## config.mk

```make
export PLATFORM = sky130hd
export DESIGN_NAME = regulator_sequencer
export DESIGN_NICKNAME = d
export VERILOG_FILES = /design/src/logic/seq_pkg.sv /design/src/logic/delay_if.sv /design/src/logic/edge_delay_timer.sv /design/src/logic/regulator_sequencer.sv
export VERILOG_INCLUDE_DIRS = /design/src /design/src/logic
export SDC_FILE = /design/constraint.sdc
export NUM_CORES = 1
export LEC_CHECK = 0
export BUFFER_PORTS_ARGS = -buffer_cell sky130_fd_sc_hd__buf_4
export CORE_UTILIZATION = 40
export DETAILED_ROUTE_END_ITERATION = 6
export GPL_TIMING_DRIVEN = 1
export PLACE_DENSITY = 0.59
export RECOVER_POWER = 25
export SYNTH_ARGS = -nofsm -noshare
export SYNTH_HDL_FRONTEND = slang
export SYNTH_SLANG_ARGS = --single-unit
```

## constraint.sdc

```tcl
create_clock -name clk_in -period 3.78 [get_ports clk_in]
set_input_delay 0 -clock clk_in [delete_from_list [all_inputs] [get_ports clk_in]]
set_output_delay 0 -clock clk_in [all_outputs]
set_load 0.005 [all_outputs]
```

## src/logic/seq_params.svh

```systemverilog
// Operation
// - ctrl bit 3 picks auto or forced modulation
// - disabled channel discharges when discharge bit set
// - ch1 pin gating: bit alone, or bit and pin
// - ch1 enable bit 0 turns regulator on
// - limit codes 0-5 give 1.5-4.0 A, 6-7 reserved
// - limit code applies live, no restart
// - ramp codes 2-7 set rate, 0-1 reserved
// - voltage codes 0x4C-0x9D: 1-1.405 V, 5 mV
// - voltage codes 0x9E-0xFF: 1.42-3.36 V, 20 mV
// - ch1 voltage code decodes like ch0
// - ch0 waits startup code after pin rise
// - startup range bit makes 1 ms steps
// - ch0 waits shutdown code after pin fall
// - shutdown range bit makes 1 ms steps
// - delay register: off code 7:4, on 3:0
// - aux output rises after its startup delay
// - aux output falls after its shutdown delay
// - ch0 pin gating like ch1
// - range bits choose 0.5 or 1 ms steps
`ifndef SEQ_PARAMS_SVH
`define SEQ_PARAMS_SVH

// register offsets
`define ADDR_CH0_CTRL 8'h02
`define ADDR_CH1_CTRL_A 8'h04
`define ADDR_CH1_CTRL_B 8'h05
`define ADDR_CH0_VOUT 8'h06
`define ADDR_CH1_VOUT 8'h07
`define ADDR_CH0_DELAY 8'h0C
`define ADDR_CH1_DELAY 8'h0D
`define ADDR_AUX_DELAY 8'h10
`define ADDR_CONFIG 8'h13
`define ADDR_STATUS 8'h1E

// control, delay, config and status register fields
`define CTRL_FPWM_BIT 3
`define CTRL_DIS_BIT 2
`define CTRL_PIN_BIT 1
`define CTRL_ON_BIT 0
`define CTRLB_LIM_HI 5
`define CTRLB_LIM_LO 3
`define CTRLB_RAMP_HI 2
`define CTRLB_RAMP_LO 0
`define DELAY_OFF_HI 7
`define DELAY_OFF_LO 4
`define DELAY_ON_HI 3
`define DELAY_ON_LO 0
`define CFG_ON_LONG_BIT 6
`define CFG_OFF_LONG_BIT 5
`define STAT_CH1_BIT 7
`define STAT_CH0_BIT 3

// reset values
`define RST_CTRL 8'h04
`define RST_CTRLB 8'h02
`define RST_VOUT 8'h4C
`define RST_DELAY 8'h00
`define RST_CONFIG 8'h00
`define RST_RDATA 8'h00

// voltage decode
`define VCODE_LOW_FIRST 12'h04C
`define VCODE_LOW_LAST 12'h09D
`define VCODE_HIGH_FIRST 12'h09E
`define MV_LOW_BASE 12'h3E8
`define MV_LOW_STEP 12'h005
`define MV_HIGH_BASE 12'h58C
`define MV_HIGH_STEP 12'h014

// current limit decode
`define LIM_LAST_CODE 3'h5
`define LIM_BASE_MA 12'h5DC
`define LIM_STEP_MA 12'h1F4

// ramp decode, hundredths of mV per us
`define RAMP_FIRST_CODE 3'h2
`define RAMP_C2 11'h3E8
`define RAMP_C3 11'h2EE
`define RAMP_C4 11'h17C
`define RAMP_C5 11'h0BE
`define RAMP_C6 11'h05E
`define RAMP_C7 11'h02F

// timing
`define CLK_MHZ 125
`define STEP_SHORT_US 500
`define STEP_SHORT_CYCLES (`STEP_SHORT_US * `CLK_MHZ)
`define PRESC_W 18

`endif

```

## src/logic/seq_pkg.sv

```systemverilog
package seq_pkg;

    typedef logic [7:0] reg_addr_t;

    typedef enum logic [2:0] {
        T_IDLE = 3'b001,
        T_WAIT_ON = 3'b010,
        T_WAIT_OFF = 3'b100
    } timer_state_t;

    typedef struct packed {
        timer_state_t st;
        logic level;
        logic pin_prev;
        logic long_step;
        logic [3:0] steps;
        logic [17:0] presc;
    } timer_t;

    typedef struct packed {
        logic [7:0] ch0_ctrl;
        logic [7:0] ch1_ctrl_a;
        logic [7:0] ch1_ctrl_b;
        logic [7:0] ch0_vout;
        logic [7:0] ch1_vout;
        logic [7:0] ch0_delay;
        logic [7:0] ch1_delay;
        logic [7:0] aux_delay;
        logic [7:0] config_r;
        logic [7:0] rdata;
        logic ch0_run;
        logic ch1_run;
        logic ch0_dis;
        logic ch1_dis;
        logic ch0_fpwm;
        logic ch1_fpwm;
        logic aux;
        logic [11:0] ch0_mv;
        logic [11:0] ch1_mv;
        logic ch0_v_bad;
        logic ch1_v_bad;
        logic [11:0] ch1_lim_ma;
        logic ch1_lim_bad;
        logic [10:0] ch1_ramp;
        logic ch1_ramp_bad;
    } main_t;

endpackage : seq_pkg

```

## src/logic/delay_if.sv

```systemverilog
`timescale 1ns/100ps
interface delay_if;
    logic pin_level;
    logic [3:0] on_code;
    logic [3:0] off_code;
    logic on_long;
    logic off_long;
    logic delayed_level;

    modport timer (
        input pin_level,
        input on_code,
        input off_code,
        input on_long,
        input off_long,
        output delayed_level
    );

    modport owner (
        output pin_level,
        output on_code,
        output off_code,
        output on_long,
        output off_long,
        input delayed_level
    );
endinterface : delay_if

```

## src/logic/edge_delay_timer.sv

```systemverilog
`timescale 1ns/100ps
`include "seq_params.svh"
module edge_delay_timer #(
    parameter logic [17:0] STEP_CYCLES = 18'(`STEP_SHORT_CYCLES)
) (
    // clock and reset
    input wire logic clk_in,
    input wire logic nrst_in,
    input wire logic ce_in,
    // timing channel
    delay_if.timer tif
);
    import seq_pkg::*;

    timer_t q;
    timer_t d;
    logic rise;
    logic fall;
    logic [17:0] lim;

    assign tif.delayed_level = q.level;

    always_comb
    begin
        d = q;
        rise = tif.pin_level & ~q.pin_prev;
        fall = ~tif.pin_level & q.pin_prev;
        lim = q.long_step ? 18'(STEP_CYCLES << 1) : STEP_CYCLES;
        d.pin_prev = tif.pin_level;
        if (rise)
        begin
            // codes latched at the edge only; reversal cancels
            if (q.level || tif.on_code == 4'h0)
            begin
                d.level = 1'b1;
                d.st = T_IDLE;
            end
            else
            begin
                d.st = T_WAIT_ON;
                d.steps = tif.on_code;
                d.long_step = tif.on_long;
                d.presc = 18'h00000;
            end
        end
        else if (fall)
        begin
            if (!q.level || tif.off_code == 4'h0)
            begin
                d.level = 1'b0;
                d.st = T_IDLE;
            end
            else
            begin
                d.st = T_WAIT_OFF;
                d.steps = tif.off_code;
                d.long_step = tif.off_long;
                d.presc = 18'h00000;
            end
        end
        else if (q.st != T_IDLE)
        begin
            // one step is 0.5 ms, or 1 ms in the long range
            if (q.presc == 18'(lim - 18'h00001))
            begin
                d.presc = 18'h00000;
                if (q.steps == 4'h1)
                begin
                    d.level = (q.st == T_WAIT_ON);
                    d.st = T_IDLE;
                end
                else
                begin
                    d.steps = 4'(q.steps - 4'h1);
                end
            end
            else
            begin
                d.presc = 18'(q.presc + 18'h00001);
            end
        end
    end

    always_ff @(posedge clk_in or negedge nrst_in)
    begin
        if (!nrst_in)
        begin
            q <= '{st: T_IDLE, level: 1'b0, pin_prev: 1'b0,
                   long_step: 1'b0, steps: 4'h0, presc: 18'h00000};
        end
        else if (ce_in)
        begin
            q <= d;
        end
    end
endmodule : edge_delay_timer

```

## src/logic/regulator_sequencer.sv

```systemverilog
`timescale 1ns/100ps
`include "seq_params.svh"
module regulator_sequencer #(
    parameter logic [17:0] STEP_CYCLES = 18'(`STEP_SHORT_CYCLES)
) (
    // clock and reset
    input wire logic clk_in,
    input wire logic nrst_in,
    input wire logic ce_in,
    // register access
    input wire seq_pkg::reg_addr_t reg_addr_in,
    input wire logic [7:0] reg_wdata_in,
    input wire logic reg_wr_in,
    input wire logic reg_rd_in,
    output logic [7:0] reg_rdata_out,
    // enable pin
    input wire logic enable_pin_in,
    // channel 0
    output logic ch0_run_out,
    output logic ch0_discharge_out,
    output logic ch0_force_fixed_modulation_out,
    output logic [11:0] ch0_millivolts_out,
    output logic ch0_voltage_reserved_out,
    // channel 1
    output logic ch1_run_out,
    output logic ch1_discharge_out,
    output logic ch1_force_fixed_modulation_out,
    output logic [11:0] ch1_millivolts_out,
    output logic ch1_voltage_reserved_out,
    output logic [11:0] ch1_current_limit_ma_out,
    output logic ch1_current_limit_reserved_out,
    output logic [10:0] ch1_ramp_rate_out,
    output logic ch1_ramp_rate_reserved_out,
    // general purpose output
    output logic aux_output_out
);
    import seq_pkg::*;

    main_t q;
    main_t d;

    delay_if ch0_tif ();
    delay_if ch1_tif ();
    delay_if aux_tif ();

    // two-segment voltage decode, shared by both channels
    function automatic logic [11:0] code_to_mv(input logic [7:0] code);
        logic [11:0] c;
        c = {4'h0, code};
        if (c < `VCODE_LOW_FIRST)
        begin
            code_to_mv = 12'h000;
        end
        else if (c <= `VCODE_LOW_LAST)
        begin
            code_to_mv = 12'(`MV_LOW_BASE
                + (c - `VCODE_LOW_FIRST) * `MV_LOW_STEP);
        end
        else
        begin
            code_to_mv = 12'(`MV_HIGH_BASE
                + (c - `VCODE_HIGH_FIRST) * `MV_HIGH_STEP);
        end
    endfunction : code_to_mv

    function automatic logic code_reserved(input logic [7:0] code);
        code_reserved = {4'h0, code} < `VCODE_LOW_FIRST;
    endfunction : code_reserved

    // regulator runs from its bit, optionally gated by the delayed pin
    function automatic logic run_of(
        input logic [7:0] ctrl,
        input logic pin_view
    );
        run_of = ctrl[`CTRL_ON_BIT]
            & (~ctrl[`CTRL_PIN_BIT] | pin_view);
    endfunction : run_of

    function automatic logic [11:0] lim_to_ma(input logic [2:0] code);
        if (code > `LIM_LAST_CODE)
        begin
            lim_to_ma = 12'h000;
        end
        else
        begin
            lim_to_ma = 12'(`LIM_BASE_MA
                + {9'h000, code} * `LIM_STEP_MA);
        end
    endfunction : lim_to_ma

    function automatic logic [10:0] ramp_rate(input logic [2:0] code);
        case (code)
            3'h2: ramp_rate = `RAMP_C2;
            3'h3: ramp_rate = `RAMP_C3;
            3'h4: ramp_rate = `RAMP_C4;
            3'h5: ramp_rate = `RAMP_C5;
            3'h6: ramp_rate = `RAMP_C6;
            3'h7: ramp_rate = `RAMP_C7;
            default: ramp_rate = 11'h000;
        endcase
    endfunction : ramp_rate

    // delay timers, one per output
    assign ch0_tif.pin_level = enable_pin_in;
    assign ch0_tif.on_code = q.ch0_delay[`DELAY_ON_HI:`DELAY_ON_LO];
    assign ch0_tif.off_code = q.ch0_delay[`DELAY_OFF_HI:`DELAY_OFF_LO];
    assign ch0_tif.on_long = q.config_r[`CFG_ON_LONG_BIT];
    assign ch0_tif.off_long = q.config_r[`CFG_OFF_LONG_BIT];

    assign ch1_tif.pin_level = enable_pin_in;
    assign ch1_tif.on_code = q.ch1_delay[`DELAY_ON_HI:`DELAY_ON_LO];
    assign ch1_tif.off_code = q.ch1_delay[`DELAY_OFF_HI:`DELAY_OFF_LO];
    assign ch1_tif.on_long = q.config_r[`CFG_ON_LONG_BIT];
    assign ch1_tif.off_long = q.config_r[`CFG_OFF_LONG_BIT];

    assign aux_tif.pin_level = enable_pin_in;
    assign aux_tif.on_code = q.aux_delay[`DELAY_ON_HI:`DELAY_ON_LO];
    assign aux_tif.off_code = q.aux_delay[`DELAY_OFF_HI:`DELAY_OFF_LO];
    assign aux_tif.on_long = q.config_r[`CFG_ON_LONG_BIT];
    assign aux_tif.off_long = q.config_r[`CFG_OFF_LONG_BIT];

    edge_delay_timer #(
        .STEP_CYCLES(STEP_CYCLES)
    ) ch0_timer (
        .clk_in(clk_in),
        .nrst_in(nrst_in),
        .ce_in(ce_in),
        .tif(ch0_tif)
    );

    edge_delay_timer #(
        .STEP_CYCLES(STEP_CYCLES)
    ) ch1_timer (
        .clk_in(clk_in),
        .nrst_in(nrst_in),
        .ce_in(ce_in),
        .tif(ch1_tif)
    );

    edge_delay_timer #(
        .STEP_CYCLES(STEP_CYCLES)
    ) aux_timer (
        .clk_in(clk_in),
        .nrst_in(nrst_in),
        .ce_in(ce_in),
        .tif(aux_tif)
    );

    always_comb
    begin
        d = q;
        // register writes
        if (reg_wr_in)
        begin
            case (reg_addr_in)
                `ADDR_CH0_CTRL: d.ch0_ctrl = reg_wdata_in;
                `ADDR_CH1_CTRL_A: d.ch1_ctrl_a = reg_wdata_in;
                `ADDR_CH1_CTRL_B: d.ch1_ctrl_b = reg_wdata_in;
                `ADDR_CH0_VOUT: d.ch0_vout = reg_wdata_in;
                `ADDR_CH1_VOUT: d.ch1_vout = reg_wdata_in;
                `ADDR_CH0_DELAY: d.ch0_delay = reg_wdata_in;
                `ADDR_CH1_DELAY: d.ch1_delay = reg_wdata_in;
                `ADDR_AUX_DELAY: d.aux_delay = reg_wdata_in;
                `ADDR_CONFIG: d.config_r = reg_wdata_in;
                default: d.rdata = q.rdata;
            endcase
        end
        // register reads, unmapped reads return zero
        if (reg_rd_in)
        begin
            case (reg_addr_in)
                `ADDR_CH0_CTRL: d.rdata = q.ch0_ctrl;
                `ADDR_CH1_CTRL_A: d.rdata = q.ch1_ctrl_a;
                `ADDR_CH1_CTRL_B: d.rdata = q.ch1_ctrl_b;
                `ADDR_CH0_VOUT: d.rdata = q.ch0_vout;
                `ADDR_CH1_VOUT: d.rdata = q.ch1_vout;
                `ADDR_CH0_DELAY: d.rdata = q.ch0_delay;
                `ADDR_CH1_DELAY: d.rdata = q.ch1_delay;
                `ADDR_AUX_DELAY: d.rdata = q.aux_delay;
                `ADDR_CONFIG: d.rdata = q.config_r;
                `ADDR_STATUS:
                begin
                    d.rdata = 8'h00;
                    d.rdata[`STAT_CH1_BIT] = q.ch1_run;
                    d.rdata[`STAT_CH0_BIT] = q.ch0_run;
                end
                default: d.rdata = 8'h00;
            endcase
        end
        // enable gating
        d.ch0_run = run_of(q.ch0_ctrl, ch0_tif.delayed_level);
        d.ch1_run = run_of(q.ch1_ctrl_a, ch1_tif.delayed_level);
        d.ch0_dis = ~q.ch0_run & q.ch0_ctrl[`CTRL_DIS_BIT];
        d.ch1_dis = ~q.ch1_run & q.ch1_ctrl_a[`CTRL_DIS_BIT];
        d.ch0_fpwm = q.ch0_ctrl[`CTRL_FPWM_BIT];
        d.ch1_fpwm = q.ch1_ctrl_a[`CTRL_FPWM_BIT];
        d.aux = aux_tif.delayed_level;
        // voltage decode
        d.ch0_mv = code_to_mv(q.ch0_vout);
        d.ch1_mv = code_to_mv(q.ch1_vout);
        d.ch0_v_bad = code_reserved(q.ch0_vout);
        d.ch1_v_bad = code_reserved(q.ch1_vout);
        // current limit and ramp decode, live while running
        d.ch1_lim_ma = lim_to_ma(
            q.ch1_ctrl_b[`CTRLB_LIM_HI:`CTRLB_LIM_LO]);
        d.ch1_lim_bad =
            q.ch1_ctrl_b[`CTRLB_LIM_HI:`CTRLB_LIM_LO] > `LIM_LAST_CODE;
        d.ch1_ramp = ramp_rate(
            q.ch1_ctrl_b[`CTRLB_RAMP_HI:`CTRLB_RAMP_LO]);
        d.ch1_ramp_bad =
            q.ch1_ctrl_b[`CTRLB_RAMP_HI:`CTRLB_RAMP_LO] < `RAMP_FIRST_CODE;
    end

    always_ff @(posedge clk_in or negedge nrst_in)
    begin
        if (!nrst_in)
        begin
            q <= '0;
            q.ch0_ctrl <= `RST_CTRL;
            q.ch1_ctrl_a <= `RST_CTRL;
            q.ch1_ctrl_b <= `RST_CTRLB;
            q.ch0_vout <= `RST_VOUT;
            q.ch1_vout <= `RST_VOUT;
            q.ch0_delay <= `RST_DELAY;
            q.ch1_delay <= `RST_DELAY;
            q.aux_delay <= `RST_DELAY;
            q.config_r <= `RST_CONFIG;
            q.rdata <= `RST_RDATA;
            q.ch0_dis <= 1'b1;
            q.ch1_dis <= 1'b1;
            q.ch0_mv <= `MV_LOW_BASE;
            q.ch1_mv <= `MV_LOW_BASE;
            q.ch1_lim_ma <= `LIM_BASE_MA;
            q.ch1_ramp <= `RAMP_C2;
        end
        else if (ce_in)
        begin
            q <= d;
        end
    end

    // outputs
    assign reg_rdata_out = q.rdata;
    assign ch0_run_out = q.ch0_run;
    assign ch0_discharge_out = q.ch0_dis;
    assign ch0_force_fixed_modulation_out = q.ch0_fpwm;
    assign ch0_millivolts_out = q.ch0_mv;
    assign ch0_voltage_reserved_out = q.ch0_v_bad;
    assign ch1_run_out = q.ch1_run;
    assign ch1_discharge_out = q.ch1_dis;
    assign ch1_force_fixed_modulation_out = q.ch1_fpwm;
    assign ch1_millivolts_out = q.ch1_mv;
    assign ch1_voltage_reserved_out = q.ch1_v_bad;
    assign ch1_current_limit_ma_out = q.ch1_lim_ma;
    assign ch1_current_limit_reserved_out = q.ch1_lim_bad;
    assign ch1_ramp_rate_out = q.ch1_ramp;
    assign ch1_ramp_rate_reserved_out = q.ch1_ramp_bad;
    assign aux_output_out = q.aux;

endmodule : regulator_sequencer

```

==> key figures, run 1 <==
Status
  – Result of the run: complete, but fails checks
  – Violations in the final reports: capacitance limit, slew limit

Worst setup path
  – Nature of the critical path endpoint: flip-flop
  – Arrival @ worst endpoint: 3.96 ns
  – Launching element type of the critical path: flip-flop
  – Max Fanout on Critical Path: 7
  – Required time at the endpoint of the critical path: 4.22 ns
  – Start of the worst register-to-register path: q[108]$_DFFE_PN1P_
  – Crit path kind: flip-flop to flip-flop
  – First element of the critical path: q[108]$_DFFE_PN1P_

Die
  – Die footprint: 35,900 sq um
  – Placement Rows: 68
  – Core box area: 34,500 sq um
  – I/O pin total: 88
  – Starting density of the core: 40.6%
  – X dimension of the die: 189 um
  – Die Y: 189 um

CTS
  – Number of clock sinks seen by CTS: 217
  – Largest buffer count on any clock path: 3
  – CTS clk-pin slew, worst paths: 0.06 ns
  – Total number of H-tree levels: 1
  – Clock latency on the worst-skew pair: 0.55 ns
  – TritonCTS clock tree: yes
  – CTS Buf Count: 26
  – Clock tree root buffer cell: sky130_fd_sc_hd__clkbuf_16

Synthesis
  – Most frequent cells after synthesis: sky130_fd_sc_hd__dfrtp_1, sky130_fd_sc_hd__nand2_1, sky130_fd_sc_hd__o21ai_0, sky130_fd_sc_hd__nor2_1, sky130_fd_sc_hd__inv_1
  – Most used standard cell by instance count after synthesis: sky130_fd_sc_hd__dfrtp_1
  – Count of flip-flops with a built-in enable after synthesis: 0
  – Average instance area after synthesis: 9.79 sq um
  – Area share of the largest cell type after synthesis: 31.7%
  – Yosys cell types: 81
  – Seq/Total Area, Yosys: 39.0%
  – Mapped cell area: 14,000 sq um
  – Top flip-flop cell by instance count after synthesis: sky130_fd_sc_hd__dfrtp_1
  – Post-synthesis sequential element count: 217
  – Cells taking the most area after synthesis: sky130_fd_sc_hd__dfrtp_1, sky130_fd_sc_hd__dfstp_2, sky130_fd_sc_hd__ha_1
  – Count of mapped cells out of synthesis: 1,434
  – Fraction of registers with async set or reset after synthesis: 100%
  – Warnings, synthesis: 0
  – Most area-hungry cell type in the Yosys netlist: sky130_fd_sc_hd__dfrtp_1

Power and ir drop
  – Largest vdd supply drop: 0.000339 V
  – Fraction of power consumed by sequential logic: 38.8%
  – Switching part of the total power: 30.0%
  – Proportion of power drawn by the clock network: 36.7%
  – Switching power of the nets: 2230 uW
  – Internal power: 5200 uW
  – Combinational share of power: 24.4%
  – Pwr per Cell Area: 468 nW/um^2
  – Static power due to leakage: 0.00711 uW

Finish
  – Number of diodes: 0
  – Share of layout cells above drive strength 1: 19.9%
  – Final net count: 1,599
  – Layout-stage area growth over the synthesis result: 13.1%

STA
  – Worst Clk Skew: 0.0267 ns
  – Total negative slack: 0 ns
  – Unrepaired setup endpoints after global routing: no
  – Crit path setup slack, layout: 0.258 ns
  – Worst-Margin Slew: 2.78 ns
  – Final Hold Violating Endpoints: 0
  – Share of the clock period used by the worst path: 93.2%
  – Highest attainable clock frequency: 0.284 GHz
  – Final Critical Period: 3.52 ns
  – Number of failing setup endpoints in the final timing report: 0
  – Worst Hold Slack: 0.00955 ns
  – Number of pins with negative max-slew slack in the final report: 144
  – Worst rel slew slack: -85.6%

Global routing
  – Number of antenna violations at the first check in global routing: 0
  – Number of global-route vias before repair: 10,500
  – First-pass GRT wire length: 56,800 um
  – Remaining global-route overflow: 0
  – Pin count of the biggest net entering global routing: 112
  – GRT Overall Usage: 19.7%

Route
  – Met3 WL post-DR: 1840 um
  – Residual antenna-violating net count after detailed routing: 0
  – Average detailed-routed wire length per instance: 17.8 um
  – Max layer used: met4
  – Met1 WL: 15,900 um
  – Residual DRC: 0
  – WL final: 34,800 um
  – First DRT Iteration DRCs: 613
  – Wire length on met2: 16,200 um
  – First-pass DRT Iterations: 7
  – Detailed-route via count: 10,700
  – Vias per std cell: 5.46

Min path
  – Worst Min Path Start: reg_addr_in[4]
  – Worst min-delay path category: input pin to flip-flop

Placed design
  – Pre-CTS worst setup slack: 0.139 ns
  – Port Buffer Count: 84
  – RePlAce Congestion: 0.850
  – DPL Wire Length: 24,800 um

Job
  – Max Cap Violations: 2
metal layers:
layer | global-route usage, % | vias up
li1 | - | 5147
met1 | 27.2 | 5219
met2 | 32.0 | 249
met3 | 2.67 | 54
met4 | 5.58 | 0
met5 | 0 | -
power groups by stage:
stage               clock network (uW)  logic, uW  registers, uW
floorplan                            0       1390           2840
global route                      2860       2060           2920
CTS                               2780       1830           2880
global placement                     0       1770           2920
detailed placement                   0       1800           2920
finish                            2730       1810           2880
cells by family (layout without fill, tap and decap cells):
| family | after synthesis | in the layout | share of synthesized area (%) |
|---|---|---|---|
| other | 1 | 3 | 0.0267 |
| AOI/OAI and AO/OA | 313 | 313 | 14.8 |
| buffers and inverters | 197 | 261 | 6.88 |
| and+or+nand+nor | 415 | 415 | 14.8 |
| xor gates and xnor gates | 83 | 83 | 5.37 |
| muxes | 110 | 110 | 9.26 |
| DFF | 217 | 217 | 39.0 |
| adders and majority gates | 98 | 98 | 9.78 |
sequential cells by signal, summed over array words and instances, names as in the netlist, 2 cells and up:
signal,count
q,44
ch0_timer.q,27
aux_timer.q,26
ch1_timer.q,26
ch0_millivolts_out,12
ch1_millivolts_out,12
ch1_current_limit_ma_out,10
ch1_ramp_rate_out,10
reg_rdata_out,8
aux_tif.off_code,4
aux_tif.on_code,4
ch0_tif.off_code,4
ch0_tif.on_code,4
ch1_tif.off_code,4
ch1_tif.on_code,4
d,2
placed cells by master, fill, tap and decap left out, types with 30 or more instances in the layout:
cell / n
sky130_fd_sc_hd__ha_1: 76
sky130_fd_sc_hd__nor2_1: 96
sky130_fd_sc_hd__buf_4: 93
sky130_fd_sc_hd__xnor2_1: 47
sky130_fd_sc_hd__a21oi_1: 47
sky130_fd_sc_hd__mux2_2: 77
sky130_fd_sc_hd__inv_1: 93
sky130_fd_sc_hd__o21ai_0: 98
sky130_fd_sc_hd__nand3_1: 32
sky130_fd_sc_hd__dfstp_2: 39
sky130_fd_sc_hd__xor2_1: 34
sky130_fd_sc_hd__nand2_1: 126
sky130_fd_sc_hd__o2bb2ai_1: 30
sky130_fd_sc_hd__dfrtp_1: 178
worst paths after layout:
path	endpoint	slack (ns)	depth (start not counted)
max reg2reg	ch0_millivolts_out[11]$_DFFE_PN0P_	0.26	11
min	reg_rdata_out[3]$_DFFE_PN0P_	0.01	5
max in group asynchronous	aux_timer.q[25]$_DFFE_PN1P_	1.21	3
min in group asynchronous	ch1_timer.q[5]$_DFFE_PN0P_	0.88	2
max	ch0_millivolts_out[11]$_DFFE_PN0P_	0.26	11
min reg2reg	reg_rdata_out[3]$_DFFE_PN0P_	0.47	2
area by class of cell:
cell class                      count  area [sq um]
Sequential cell                   217          5480
Inverter                           94           353
Tap cell                          455           569
Multi-Input combinational cell   1022          7610
Timing Repair Buffer              119           921
Clock inverter                     13           206
Clock buffer                       35           734
Fill cell                        3304         18700
critical path: stages, from the launching register on:
cell and delay (ns):
sky130_fd_sc_hd__dfstp_2 0.63, sky130_fd_sc_hd__ha_1 0.23, sky130_fd_sc_hd__nand3_1 0.19, sky130_fd_sc_hd__xnor2_1 0.31, sky130_fd_sc_hd__ha_1 0.28, sky130_fd_sc_hd__ha_1 0.35, sky130_fd_sc_hd__a21oi_1 0.26, sky130_fd_sc_hd__a2111oi_0 0.15
sky130_fd_sc_hd__a311oi_1 0.33, sky130_fd_sc_hd__a21boi_0 0.25, sky130_fd_sc_hd__xnor3_1 0.25, sky130_fd_sc_hd__o31ai_1 0.19
repair_timing:
action	in CTS	in global routing
endpoints found under the setup margin	0	2
setup buffers	0	0
hold endpoints to repair	155	0
resized for setup	0	3
hold buffers	13	0
stage by stage:
step	total power [uW]	instances	util (%)	cell area, sq um
4_1_cts	7490	1955	46.0	15900
3_5_place_dp	4720	1894	42.9	14800
5_1_grt	7850	1955	46.0	15900
2_1_floorplan	4230	1436	-	14000
3_3_place_gp	4690	1894	42.9	14800
6_report	7420	1955	46.0	15900
(Power assumes the default switching activity.)
==> run 2, diff against run 1 <==
--- a/config.mk
+++ b/config.mk
@@ -6,11 +6,11 @@
 export SDC_FILE = /design/constraint.sdc
 export NUM_CORES = 1
 export LEC_CHECK = 0
+export ABC_AREA = 1
 export BUFFER_PORTS_ARGS = -buffer_cell sky130_fd_sc_hd__buf_4
 export CORE_UTILIZATION = 40
 export DETAILED_ROUTE_END_ITERATION = 6
 export GPL_TIMING_DRIVEN = 1
-export PLACE_DENSITY = 0.59
 export RECOVER_POWER = 25
 export SYNTH_ARGS = -nofsm -noshare
 export SYNTH_HDL_FRONTEND = slang
==> constraint.sdc (replaced) <==
create_clock -name clk_in -period 4 [get_ports clk_in]
set_input_delay 0 -clock clk_in [delete_from_list [all_inputs] [get_ports clk_in]]
set_output_delay 0 -clock clk_in [all_outputs]
set_load 0.005 [all_outputs]
==> run 2 against run 1 <==
  * The run still ends with capacitance limit, slew limit left
  * Clock power is 11% lower
  * Non-clock buffer count is 16 lower
  * Wire length rose by 7.1%
  * Via count up 16%
  * Die area grew 1.9%
  * Critical path type unchanged
  * Critical endpoint is now ch1_millivolts_out[10]$_DFFE_PN0P_
==> key figures, run 2 <==
Die
  – X dimension of the die: 191 um (was 189 um)
  – Placement Rows: 68 (unchanged)
  – Core box area: 34,900 sq um (was 34,500 sq um)
  – I/O pin total: 88 (unchanged)
  – Die Y: 191 um (was 189 um)
  – Die footprint: 36,500 sq um (was 35,900 sq um)
  – Starting density of the core: 41.0% (was 40.6%)

Global routing
  – Number of global-route vias before repair: 12,000 (was 10,500)
  – Remaining global-route overflow: 0 (unchanged)
  – GRT Overall Usage: 20.9% (was 19.7%)
  – Pin count of the biggest net entering global routing: 120 (was 112)
  – First-pass GRT wire length: 61,400 um (was 56,800 um)
  – Number of antenna violations at the first check in global routing: 0 (unchanged)

Worst setup path
  – Arrival @ worst endpoint: 3.78 ns (was 3.96 ns)
  – Cell breakdown of the critical path: ha_1 -> nor2_1 -> nor2_1 -> inv_1 -> ha_1 -> inv_1 -> fa_1 -> fa_1 -> o21ai_0 -> nand2_1 -> nand2_1 -> a21oi_1 -> inv_1 -> nand2_1 -> nand3_1 -> nand2_1 -> nand2_1 -> nand2_1 (was ha_1 -> nand3_1 -> xnor2_1 -> ha_1 -> ha_1 -> a21oi_1 -> a2111oi_0 -> a311oi_1 -> a21boi_0 -> xnor3_1 -> o31ai_1)
  – Cell type of the slowest stage on the worst timing path: sky130_fd_sc_hd__dfstp_2 (unchanged)
  – Max Fanout on Critical Path: 5 (was 7)
  – Nature of the critical path endpoint: flip-flop (unchanged)
  – Required time at the endpoint of the critical path: 4.43 ns (was 4.22 ns)
  – Peak per-stage delay on the critical path: 0.57 ns (was 0.63 ns)
  – Critical Path Most Common Cell: sky130_fd_sc_hd__nand2_1 (was sky130_fd_sc_hd__ha_1)
  – Crit path kind: flip-flop to flip-flop (unchanged)
  – Launching element type of the critical path: flip-flop (unchanged)

Route
  – First-pass DRT Iterations: 6 (was 7)
  – Detailed-route via count: 12,300 (was 10,700)
  – Residual antenna-violating net count after detailed routing: 0 (unchanged)
  – Residual DRC: 0 (unchanged)
  – First DRT Iteration DRCs: 736 (was 613)
  – Vias per std cell: 5.13 (was 5.46)
  – WL final: 37,300 um (was 34,800 um)
  – Average detailed-routed wire length per instance: 15.5 um (was 17.8 um)

Placed design
  – Number of placed instances with taps included: 2,344 (was 1,894)
  – Standard cell area after detailed placement: 15,000 sq um (was 14,800 sq um)
  – RePlAce Congestion: 0.953 (was 0.850)
  – Port Buffer Count: 84 (unchanged)
  – DPL Wire Length: 27,100 um (was 24,800 um)

STA
  – Highest attainable clock frequency: 0.298 GHz (was 0.284 GHz)
  – Share of the clock period used by the worst path: 83.8% (was 93.2%)
  – Unrepaired setup endpoints after global routing: no (unchanged)
  – Number of pins with negative max-slew slack in the final report: 119 (was 144)
  – Total negative slack: 0 ns (unchanged)
  – Number of failing setup endpoints in the final timing report: 0 (unchanged)
  – Final Hold Violating Endpoints: 0 (unchanged)
  – Worst rel slew slack: -105% (was -85.6%)
  – Final Critical Period: 3.35 ns (was 3.52 ns)
  – Worst Clk Skew: 0.0104 ns (was 0.0267 ns)
  – Worst-Margin Slew: 3.08 ns (was 2.78 ns)

Finish
  – Final net count: 2,049 (was 1,599)
  – Fill cell total of the finished layout: 3,581 (was 3,304)
  – Post-Layout Inst Area: 16,000 sq um (was 15,900 sq um)
  – Finished Core Util: 45.8% (was 46.0%)
  – Leading cell types in the layout, fill and taps excluded: sky130_fd_sc_hd__nand2_1, sky130_fd_sc_hd__inv_1, sky130_fd_sc_hd__dfrtp_1 (was sky130_fd_sc_hd__dfrtp_1, sky130_fd_sc_hd__nand2_1, sky130_fd_sc_hd__o21ai_0)
  – Number of diodes: 0 (unchanged)
  – Max FFs per register: 44 (unchanged)
  – Share of layout cells above drive strength 1: 10.9% (was 19.9%)
  – Final Non-Filler Cells: 2,405 (was 1,955)
  – Layout-stage area growth over the synthesis result: 11.7% (was 13.1%)
  – Leading cell type in the layout, fill and taps excluded: sky130_fd_sc_hd__nand2_1 (was sky130_fd_sc_hd__dfrtp_1)
  – Leading registers by flop count: q (44), ch0_timer.q (27) (unchanged)
  – Largest Register: q (unchanged)

Synthesis
  – Most frequent cells after synthesis: sky130_fd_sc_hd__nand2_1, sky130_fd_sc_hd__inv_1, sky130_fd_sc_hd__dfrtp_1, sky130_fd_sc_hd__o21ai_0, sky130_fd_sc_hd__nor2_1 (was sky130_fd_sc_hd__dfrtp_1, sky130_fd_sc_hd__nand2_1, sky130_fd_sc_hd__o21ai_0, sky130_fd_sc_hd__nor2_1, sky130_fd_sc_hd__inv_1)
  – Cells taking the most area after synthesis: sky130_fd_sc_hd__dfrtp_1, sky130_fd_sc_hd__nand2_1, sky130_fd_sc_hd__dfstp_2 (was sky130_fd_sc_hd__dfrtp_1, sky130_fd_sc_hd__dfstp_2, sky130_fd_sc_hd__ha_1)
  – Area share of the largest cell type after synthesis: 31.1% (was 31.7%)
  – Mapped cell area: 14,300 sq um (was 14,000 sq um)
  – Most used standard cell by instance count after synthesis: sky130_fd_sc_hd__nand2_1 (was sky130_fd_sc_hd__dfrtp_1)
  – Count of flip-flops with a built-in enable after synthesis: 0 (unchanged)
  – Top flip-flop cell by instance count after synthesis: sky130_fd_sc_hd__dfrtp_1 (unchanged)
  – Seq/Total Area, Yosys: 38.3% (was 39.0%)
  – Most area-hungry cell type in the Yosys netlist: sky130_fd_sc_hd__dfrtp_1 (unchanged)
  – Yosys cell types: 52 (was 81)
  – Fraction of registers with async set or reset after synthesis: 100% (unchanged)
  – Count of mapped cells out of synthesis: 1,889 (was 1,434)
  – Average instance area after synthesis: 7.58 sq um (was 9.79 sq um)
  – Post-synthesis sequential element count: 217 (unchanged)
  – Warnings, synthesis: 0 (unchanged)

CTS
  – Clock latency on the worst-skew pair: 0.54 ns (was 0.55 ns)
  – CTS Buf Count: 26 (unchanged)
  – Number of clock sinks seen by CTS: 217 (unchanged)
  – Setup Buffers After CTS: 0 (unchanged)
  – Hold_buf cts: 13 (unchanged)
  – Post-CTS Resized: 0 (unchanged)
  – CTS clk-pin slew, worst paths: 0.06 ns (about the same)
  – TritonCTS clock tree: yes (unchanged)
  – Largest buffer count on any clock path: 3 (unchanged)
  – Clock tree root buffer cell: sky130_fd_sc_hd__clkbuf_16 (unchanged)
  – Total number of H-tree levels: 1 (unchanged)

Status
  – Violations in the final reports: capacitance limit, slew limit (unchanged)
  – Result of the run: complete, but fails checks (unchanged)

Power and ir drop
  – Pwr per Cell Area: 394 nW/um^2 (was 468 nW/um^2)
  – Largest vdd supply drop: 0.000350 V (was 0.000339 V)
  – Final Power: 6300 uW (was 7420 uW)
  – Static power due to leakage: 0.00766 uW (was 0.00711 uW)

Min path
  – Worst min-delay path category: input pin to flip-flop (unchanged)

Job
  – Max Cap Violations: 1 (was 2)
## run 2: path summary, 6_finish.rpt
| kind | startpoint | end | slack, ns | depth (start not counted) |
|---|---|---|---|---|
| min in group asynchronous | nrst_in | ch0_timer.q[4]$_DFFE_PN0P_ | 0.94 | 2 |
| min reg2reg | ch0_millivolts_out[8]$_DFFE_PN1P_ | ch0_millivolts_out[8]$_DFFE_PN1P_ | 0.47 | 2 |
| min | reg_wdata_in[1] | q[131]$_DFFE_PN0P_ | 0.02 | 3 |
| max | q[101]$_DFFE_PN1P_ | ch1_millivolts_out[10]$_DFFE_PN0P_ | 0.65 | 18 |
| max reg2reg | q[101]$_DFFE_PN1P_ | ch1_millivolts_out[10]$_DFFE_PN0P_ | 0.65 | 18 |
| max in group asynchronous | nrst_in | ch1_timer.q[8]$_DFFE_PN0P_ | 1.20 | 2 |
## run 2: power breakdown
| group | switching [uW] | internal, uW | total, uW | leakage [uW] |
|---|---|---|---|---|
| combinational | 754 | 487 | 1240 | 0.00442 |
| sequential | 206 | 2430 | 2640 | 0.00283 |
| clock | 984 | 1440 | 2420 | 0.000420 |
| total | 1940 | 4350 | 6300 | 0.00766 |
## run 2: layout make-up
class,instances,area (sq um),area share [%]
Multi-Input combinational cell,1324,7290,45.6
Sequential cell,217,5480,34.3
Inverter,258,971,6.07
Timing Repair Buffer,103,812,5.08
Clock buffer,36,749,4.69
Tap cell,455,569,3.56
Clock inverter,12,120,0.751
## run 2: logic make-up after synthesis
| logic type | after synthesis | share of synthesized area, % |
|---|---|---|
| AOI/OAI and AO/OA | 311 | 12.0 |
| buffers and inverters | 350 | 10.8 |
| adders and majority gates | 97 | 9.53 |
| DFF | 217 | 38.3 |
| other | 1 | 0.0262 |
| muxes | 2 | 0.140 |
| xor gates and xnor gates | 49 | 3.00 |
| and+or+nand+nor | 862 | 26.2 |
## run 2: metal layers
layer / vias up / track usage [%] / share of wire, %
met3: 62 / 2.50 / 4.1
met2: 272 / 36.1 / 48
li1: 6208 / - / -
met5: - / 0 / 0
met4: 0 / 5.28 / 2.3
met1: 5802 / 27.5 / 45
## run 2: critical path, delay by kind of cell, from the launching register on
kind	cells	cell delay [ns]
fa+ha+maj	4	1.34
simple gates	9	0.73
flops	1	0.57
compound gates	2	0.35
buf+inv	3	0.25
## run 2: metrics by stage
step	setup slack (ns)	hold WS, ns
3_5_place_dp	0.676	0.173
2_1_floorplan	0.964	-0.296
3_3_place_gp	0.756	0.170
5_1_grt	0.370	0.0407
6_report	0.650	0.0186
4_1_cts	0.664	0.000451
==> run 3, diff against run 2 <==
==> constraint.sdc (replaced) <==
create_clock -name clk_in -period 3 [get_ports clk_in]
set_input_delay 0 -clock clk_in [delete_from_list [all_inputs] [get_ports clk_in]]
set_output_delay 0 -clock clk_in [all_outputs]
set_load 0.005 [all_outputs]
==> run 3 against run 2 <==
  * The flow now finishes without violations
  * Power grew 36%
  * Count of clock-buffer cells in the layout grew 8
  * Hold slack gained 0.010 ns
  * Critical path depth grew 1
  * Flip-flop and latch count is the same
  * Clock skew grew 0.0068 ns
  * Sequential power grew 33%
  * Design area grew 5.7%
  * Wire length grew 2.3%
  * Clock power grew 34%
  * Sequential share of layout area shrank 1.8 points
  * Critical endpoint unchanged
  * Largest cell class unchanged
  * Largest power group unchanged
==> key figures, run 3 (synthesized netlist as in run 2, its figures left out) <==
Die
  – Die Y: 191 um (unchanged)
  – Die footprint: 36,500 sq um (unchanged)
  – Placement Rows: 68 (unchanged)
  – X dimension of the die: 191 um (unchanged)
  – Core box area: 34,900 sq um (unchanged)
  – Starting density of the core: 41.0% (unchanged)
  – I/O pin total: 88 (unchanged)

CTS
  – CTS Buf Count: 27 (was 26)
  – CTS clk-pin slew, worst paths: 0.06 ns (about the same)
  – Clock tree root buffer cell: sky130_fd_sc_hd__clkbuf_16 (unchanged)
  – Number of clock sinks seen by CTS: 217 (unchanged)
  – Total number of H-tree levels: 1 (unchanged)
  – TritonCTS clock tree: yes (unchanged)
  – Largest buffer count on any clock path: 3 (unchanged)
  – Clock latency on the worst-skew pair: 0.55 ns (was 0.54 ns)

Finish
  – Leading cell types in the layout, fill and taps excluded: sky130_fd_sc_hd__nand2_1, sky130_fd_sc_hd__inv_1, sky130_fd_sc_hd__dfrtp_1 (unchanged)
  – Post-Layout Inst Area: 16,900 sq um (was 16,000 sq um)
  – Leading cell type in the layout, fill and taps excluded: sky130_fd_sc_hd__nand2_1 (unchanged)
  – Largest Register: q (unchanged)
  – Number of diodes: 0 (unchanged)
  – Layout-stage area growth over the synthesis result: 18.1% (was 11.7%)
  – Finished Core Util: 48.5% (was 45.8%)
  – Final net count: 2,100 (was 2,049)
  – Max FFs per register: 44 (unchanged)
  – Leading registers by flop count: q (44), ch0_timer.q (27) (unchanged)
  – Share of layout cells above drive strength 1: 17.8% (was 10.9%)

Worst setup path
  – Crit path kind: flip-flop to flip-flop (unchanged)
  – Start of the worst register-to-register path: q[100]$_DFFE_PN1P_ (was q[101]$_DFFE_PN1P_)
  – Max Fanout on Critical Path: 4 (was 5)
  – Cell type of the slowest stage on the worst timing path: sky130_fd_sc_hd__dfstp_2 (unchanged)
  – Register-to-register path setup slack: 0.1 ns (was 0.65 ns)
  – Cell breakdown of the critical path: ha_4 -> nand2_2 -> inv_2 -> nor2_4 -> inv_2 -> ha_4 -> inv_2 -> fa_1 -> fa_2 -> o21ai_2 -> nand2_1 -> nand2_1 -> a21oi_2 -> inv_1 -> nand2_1 -> nand3_1 -> nand2_1 -> nand2_1 -> nand2_1 (was ha_1 -> nor2_1 -> nor2_1 -> inv_1 -> ha_1 -> inv_1 -> fa_1 -> fa_1 -> o21ai_0 -> nand2_1 -> nand2_1 -> a21oi_1 -> inv_1 -> nand2_1 -> nand3_1 -> nand2_1 -> nand2_1 -> nand2_1)
  – Nature of the critical path endpoint: flip-flop (unchanged)
  – Critical Path Most Common Cell: sky130_fd_sc_hd__nand2_1 (unchanged)
  – Arrival @ worst endpoint: 3.35 ns (was 3.78 ns)
  – Required time at the endpoint of the critical path: 3.45 ns (was 4.43 ns)
  – Peak per-stage delay on the critical path: 0.58 ns (was 0.57 ns)
  – Destination of the critical timing path: ch1_millivolts_out[10]$_DFFE_PN0P_ (unchanged)
  – First element of the critical path: q[100]$_DFFE_PN1P_ (was q[101]$_DFFE_PN1P_)
  – R2R Path End: ch1_millivolts_out[10]$_DFFE_PN0P_ (unchanged)
  – Worst-case reg-to-reg path depth: 19 (was 18)
  – Launching element type of the critical path: flip-flop (unchanged)

Power and ir drop
  – Static power due to leakage: 0.00793 uW (was 0.00766 uW)
  – Largest vdd supply drop: 0.000437 V (was 0.000350 V)
  – Final Power: 8580 uW (was 6300 uW)
  – Pwr per Cell Area: 507 nW/um^2 (was 394 nW/um^2)

STA
  – Number of pins with negative max-slew slack in the final report: 0 (was 119)
  – Highest attainable clock frequency: 0.344 GHz (was 0.298 GHz)
  – Unrepaired setup endpoints after global routing: yes (was no)
  – Number of failing setup endpoints in the final timing report: 0 (unchanged)
  – Share of the clock period used by the worst path: 96.8% (was 83.8%)
  – Final Hold Violating Endpoints: 0 (unchanged)
  – Worst rel slew slack: 20.1% (was -105%)
  – Worst-Margin Slew: 1.20 ns (was 3.08 ns)
  – Final Critical Period: 2.90 ns (was 3.35 ns)
  – Total negative slack: 0 ns (unchanged)
  – Worst Clk Skew: 0.0172 ns (was 0.0104 ns)

Global routing
  – Number of antenna violations at the first check in global routing: 0 (unchanged)
  – Number of global-route vias before repair: 12,200 (was 12,000)
  – Remaining global-route overflow: 0 (unchanged)
  – Pin count of the biggest net entering global routing: 102 (was 120)
  – First-pass GRT wire length: 62,200 um (was 61,400 um)
  – GRT Overall Usage: 21.0% (was 20.9%)

Route
  – Detailed-route via count: 12,600 (was 12,300)
  – Residual antenna-violating net count after detailed routing: 0 (unchanged)
  – Average detailed-routed wire length per instance: 15.5 um (about the same)
  – Residual DRC: 0 (unchanged)
  – First-pass DRT Iterations: 5 (was 6)
  – Vias per std cell: 5.15 (was 5.13)
  – WL final: 38,100 um (was 37,300 um)
  – First DRT Iteration DRCs: 827 (was 736)

Placed design
  – DPL Wire Length: 27,600 um (was 27,100 um)
  – Port Buffer Count: 84 (unchanged)
  – RePlAce Congestion: 0.896 (was 0.953)
  – Standard cell area after detailed placement: 15,300 sq um (was 15,000 sq um)

Status
  – Result of the run: completed (was complete, but fails checks)

Job
  – Max Cap Violations: 0 (was 1)

Min path
  – Worst min-delay path category: input pin to flip-flop (unchanged)
  – Worst Min Path Start: reg_wdata_in[1] (unchanged)
==> run 3: cell types whose count changed in the layout (fill, tap and decap cells not counted), moves of 7 or more <==
cell	delta
sky130_fd_sc_hd__nand2_1	-14
sky130_fd_sc_hd__buf_4	+54
sky130_fd_sc_hd__a21oi_1	-10
sky130_fd_sc_hd__inv_1	-14
sky130_fd_sc_hd__ha_4	+19
sky130_fd_sc_hd__ha_1	-23
sky130_fd_sc_hd__nand3_2	+9
sky130_fd_sc_hd__xor2_1	-7
sky130_fd_sc_hd__nand2_2	+14
sky130_fd_sc_hd__inv_2	+14
sky130_fd_sc_hd__nand3_1	-10
sky130_fd_sc_hd__xor2_2	+7
==> run 3: routing by layer <==
metal,routed length [um],vias up,part of all wire (%),GRT usage (%)
li1,-,6282,-,-
met1,17100,6003,45,27.7
met2,18600,296,49,35.9
met3,1560,65,4.1,2.70
met4,842,0,2.2,5.68
met5,0,-,0,0
==> run 3: area by class of cell <==
type	count	area [sq um]
Fill cell	3395	18000
Multi-Input combinational cell	1324	7810
Sequential cell	217	5480
Timing Repair Buffer	153	1190
Inverter	258	971
Clock buffer	44	820
Tap cell	455	569
Clock inverter	6	65.1
==> run 3: what timing repair did <==
action | CTS | global route
endpoints found under the hold margin | 168 | 0
hold buffers | 13 | 0
pin swaps | 8 | 37
gates resized for setup | 5 | 108
setup buffers | 1 | 7
endpoints found under the setup margin | 4 | 12
cloned | 0 | 0
==> run 3: how the worst min path moves through the flow <==
| stage | end | slack, ns | depth (start not counted) |
|---|---|---|---|
| 2_1_floorplan | aux_output_out$_DFFE_PN0P_ | -0.30 | 0 |
| 3_3_place_gp | ch0_timer.q[5]$_DFFE_PN0P_ | 0.12 | 1 |
| 3_5_place_dp | ch0_timer.q[10]$_DFFE_PN0P_ | 0.12 | 1 |
| 4_1_cts | ch0_tif.on_code[1]$_DFFE_PN0P_ | 0.02 | 3 |
| 5_1_grt | q[107]$_DFFE_PN0P_ | 0.02 | 3 |
| 6_report | q[107]$_DFFE_PN0P_ | 0.03 | 3 |
==> run 3: report_power, final <==
group	internal, uW	switching [uW]	total, uW	leakage [uW]
Combinational	735	1080	1810	0.00467
Clock	1950	1300	3250	0.000437
Sequential	3240	277	3520	0.00282
Total	5920	2650	8580	0.00793
==> run 3: stage by stage <==
| step | std cells | hold WS [ns] | worst slack [ns] |
|---|---|---|---|
| detailed placement | 2386 | 0.117 | -0.0475 |
| finish | 2457 | 0.0287 | 0.0964 |
| global route | 2457 | 0.0181 | -0.0866 |
| global placement | 2386 | 0.117 | -0.0113 |
| CTS | 2450 | 0.0157 | 0.00359 |
| floorplan | 1891 | -0.296 | 0.0332 |
==> run 3: critical path: cells and delay by family, from the launching register on <==
| family | cells | cell delay, ns |
|---|---|---|
| adder cells (fa/ha/maj) | 4 | 1.23 |
| AO/OA/AOI/OAI | 2 | 0.22 |
| buffers and inverters | 4 | 0.24 |
| flip-flops | 1 | 0.58 |
| AND/OR/NAND/NOR | 9 | 0.52 |
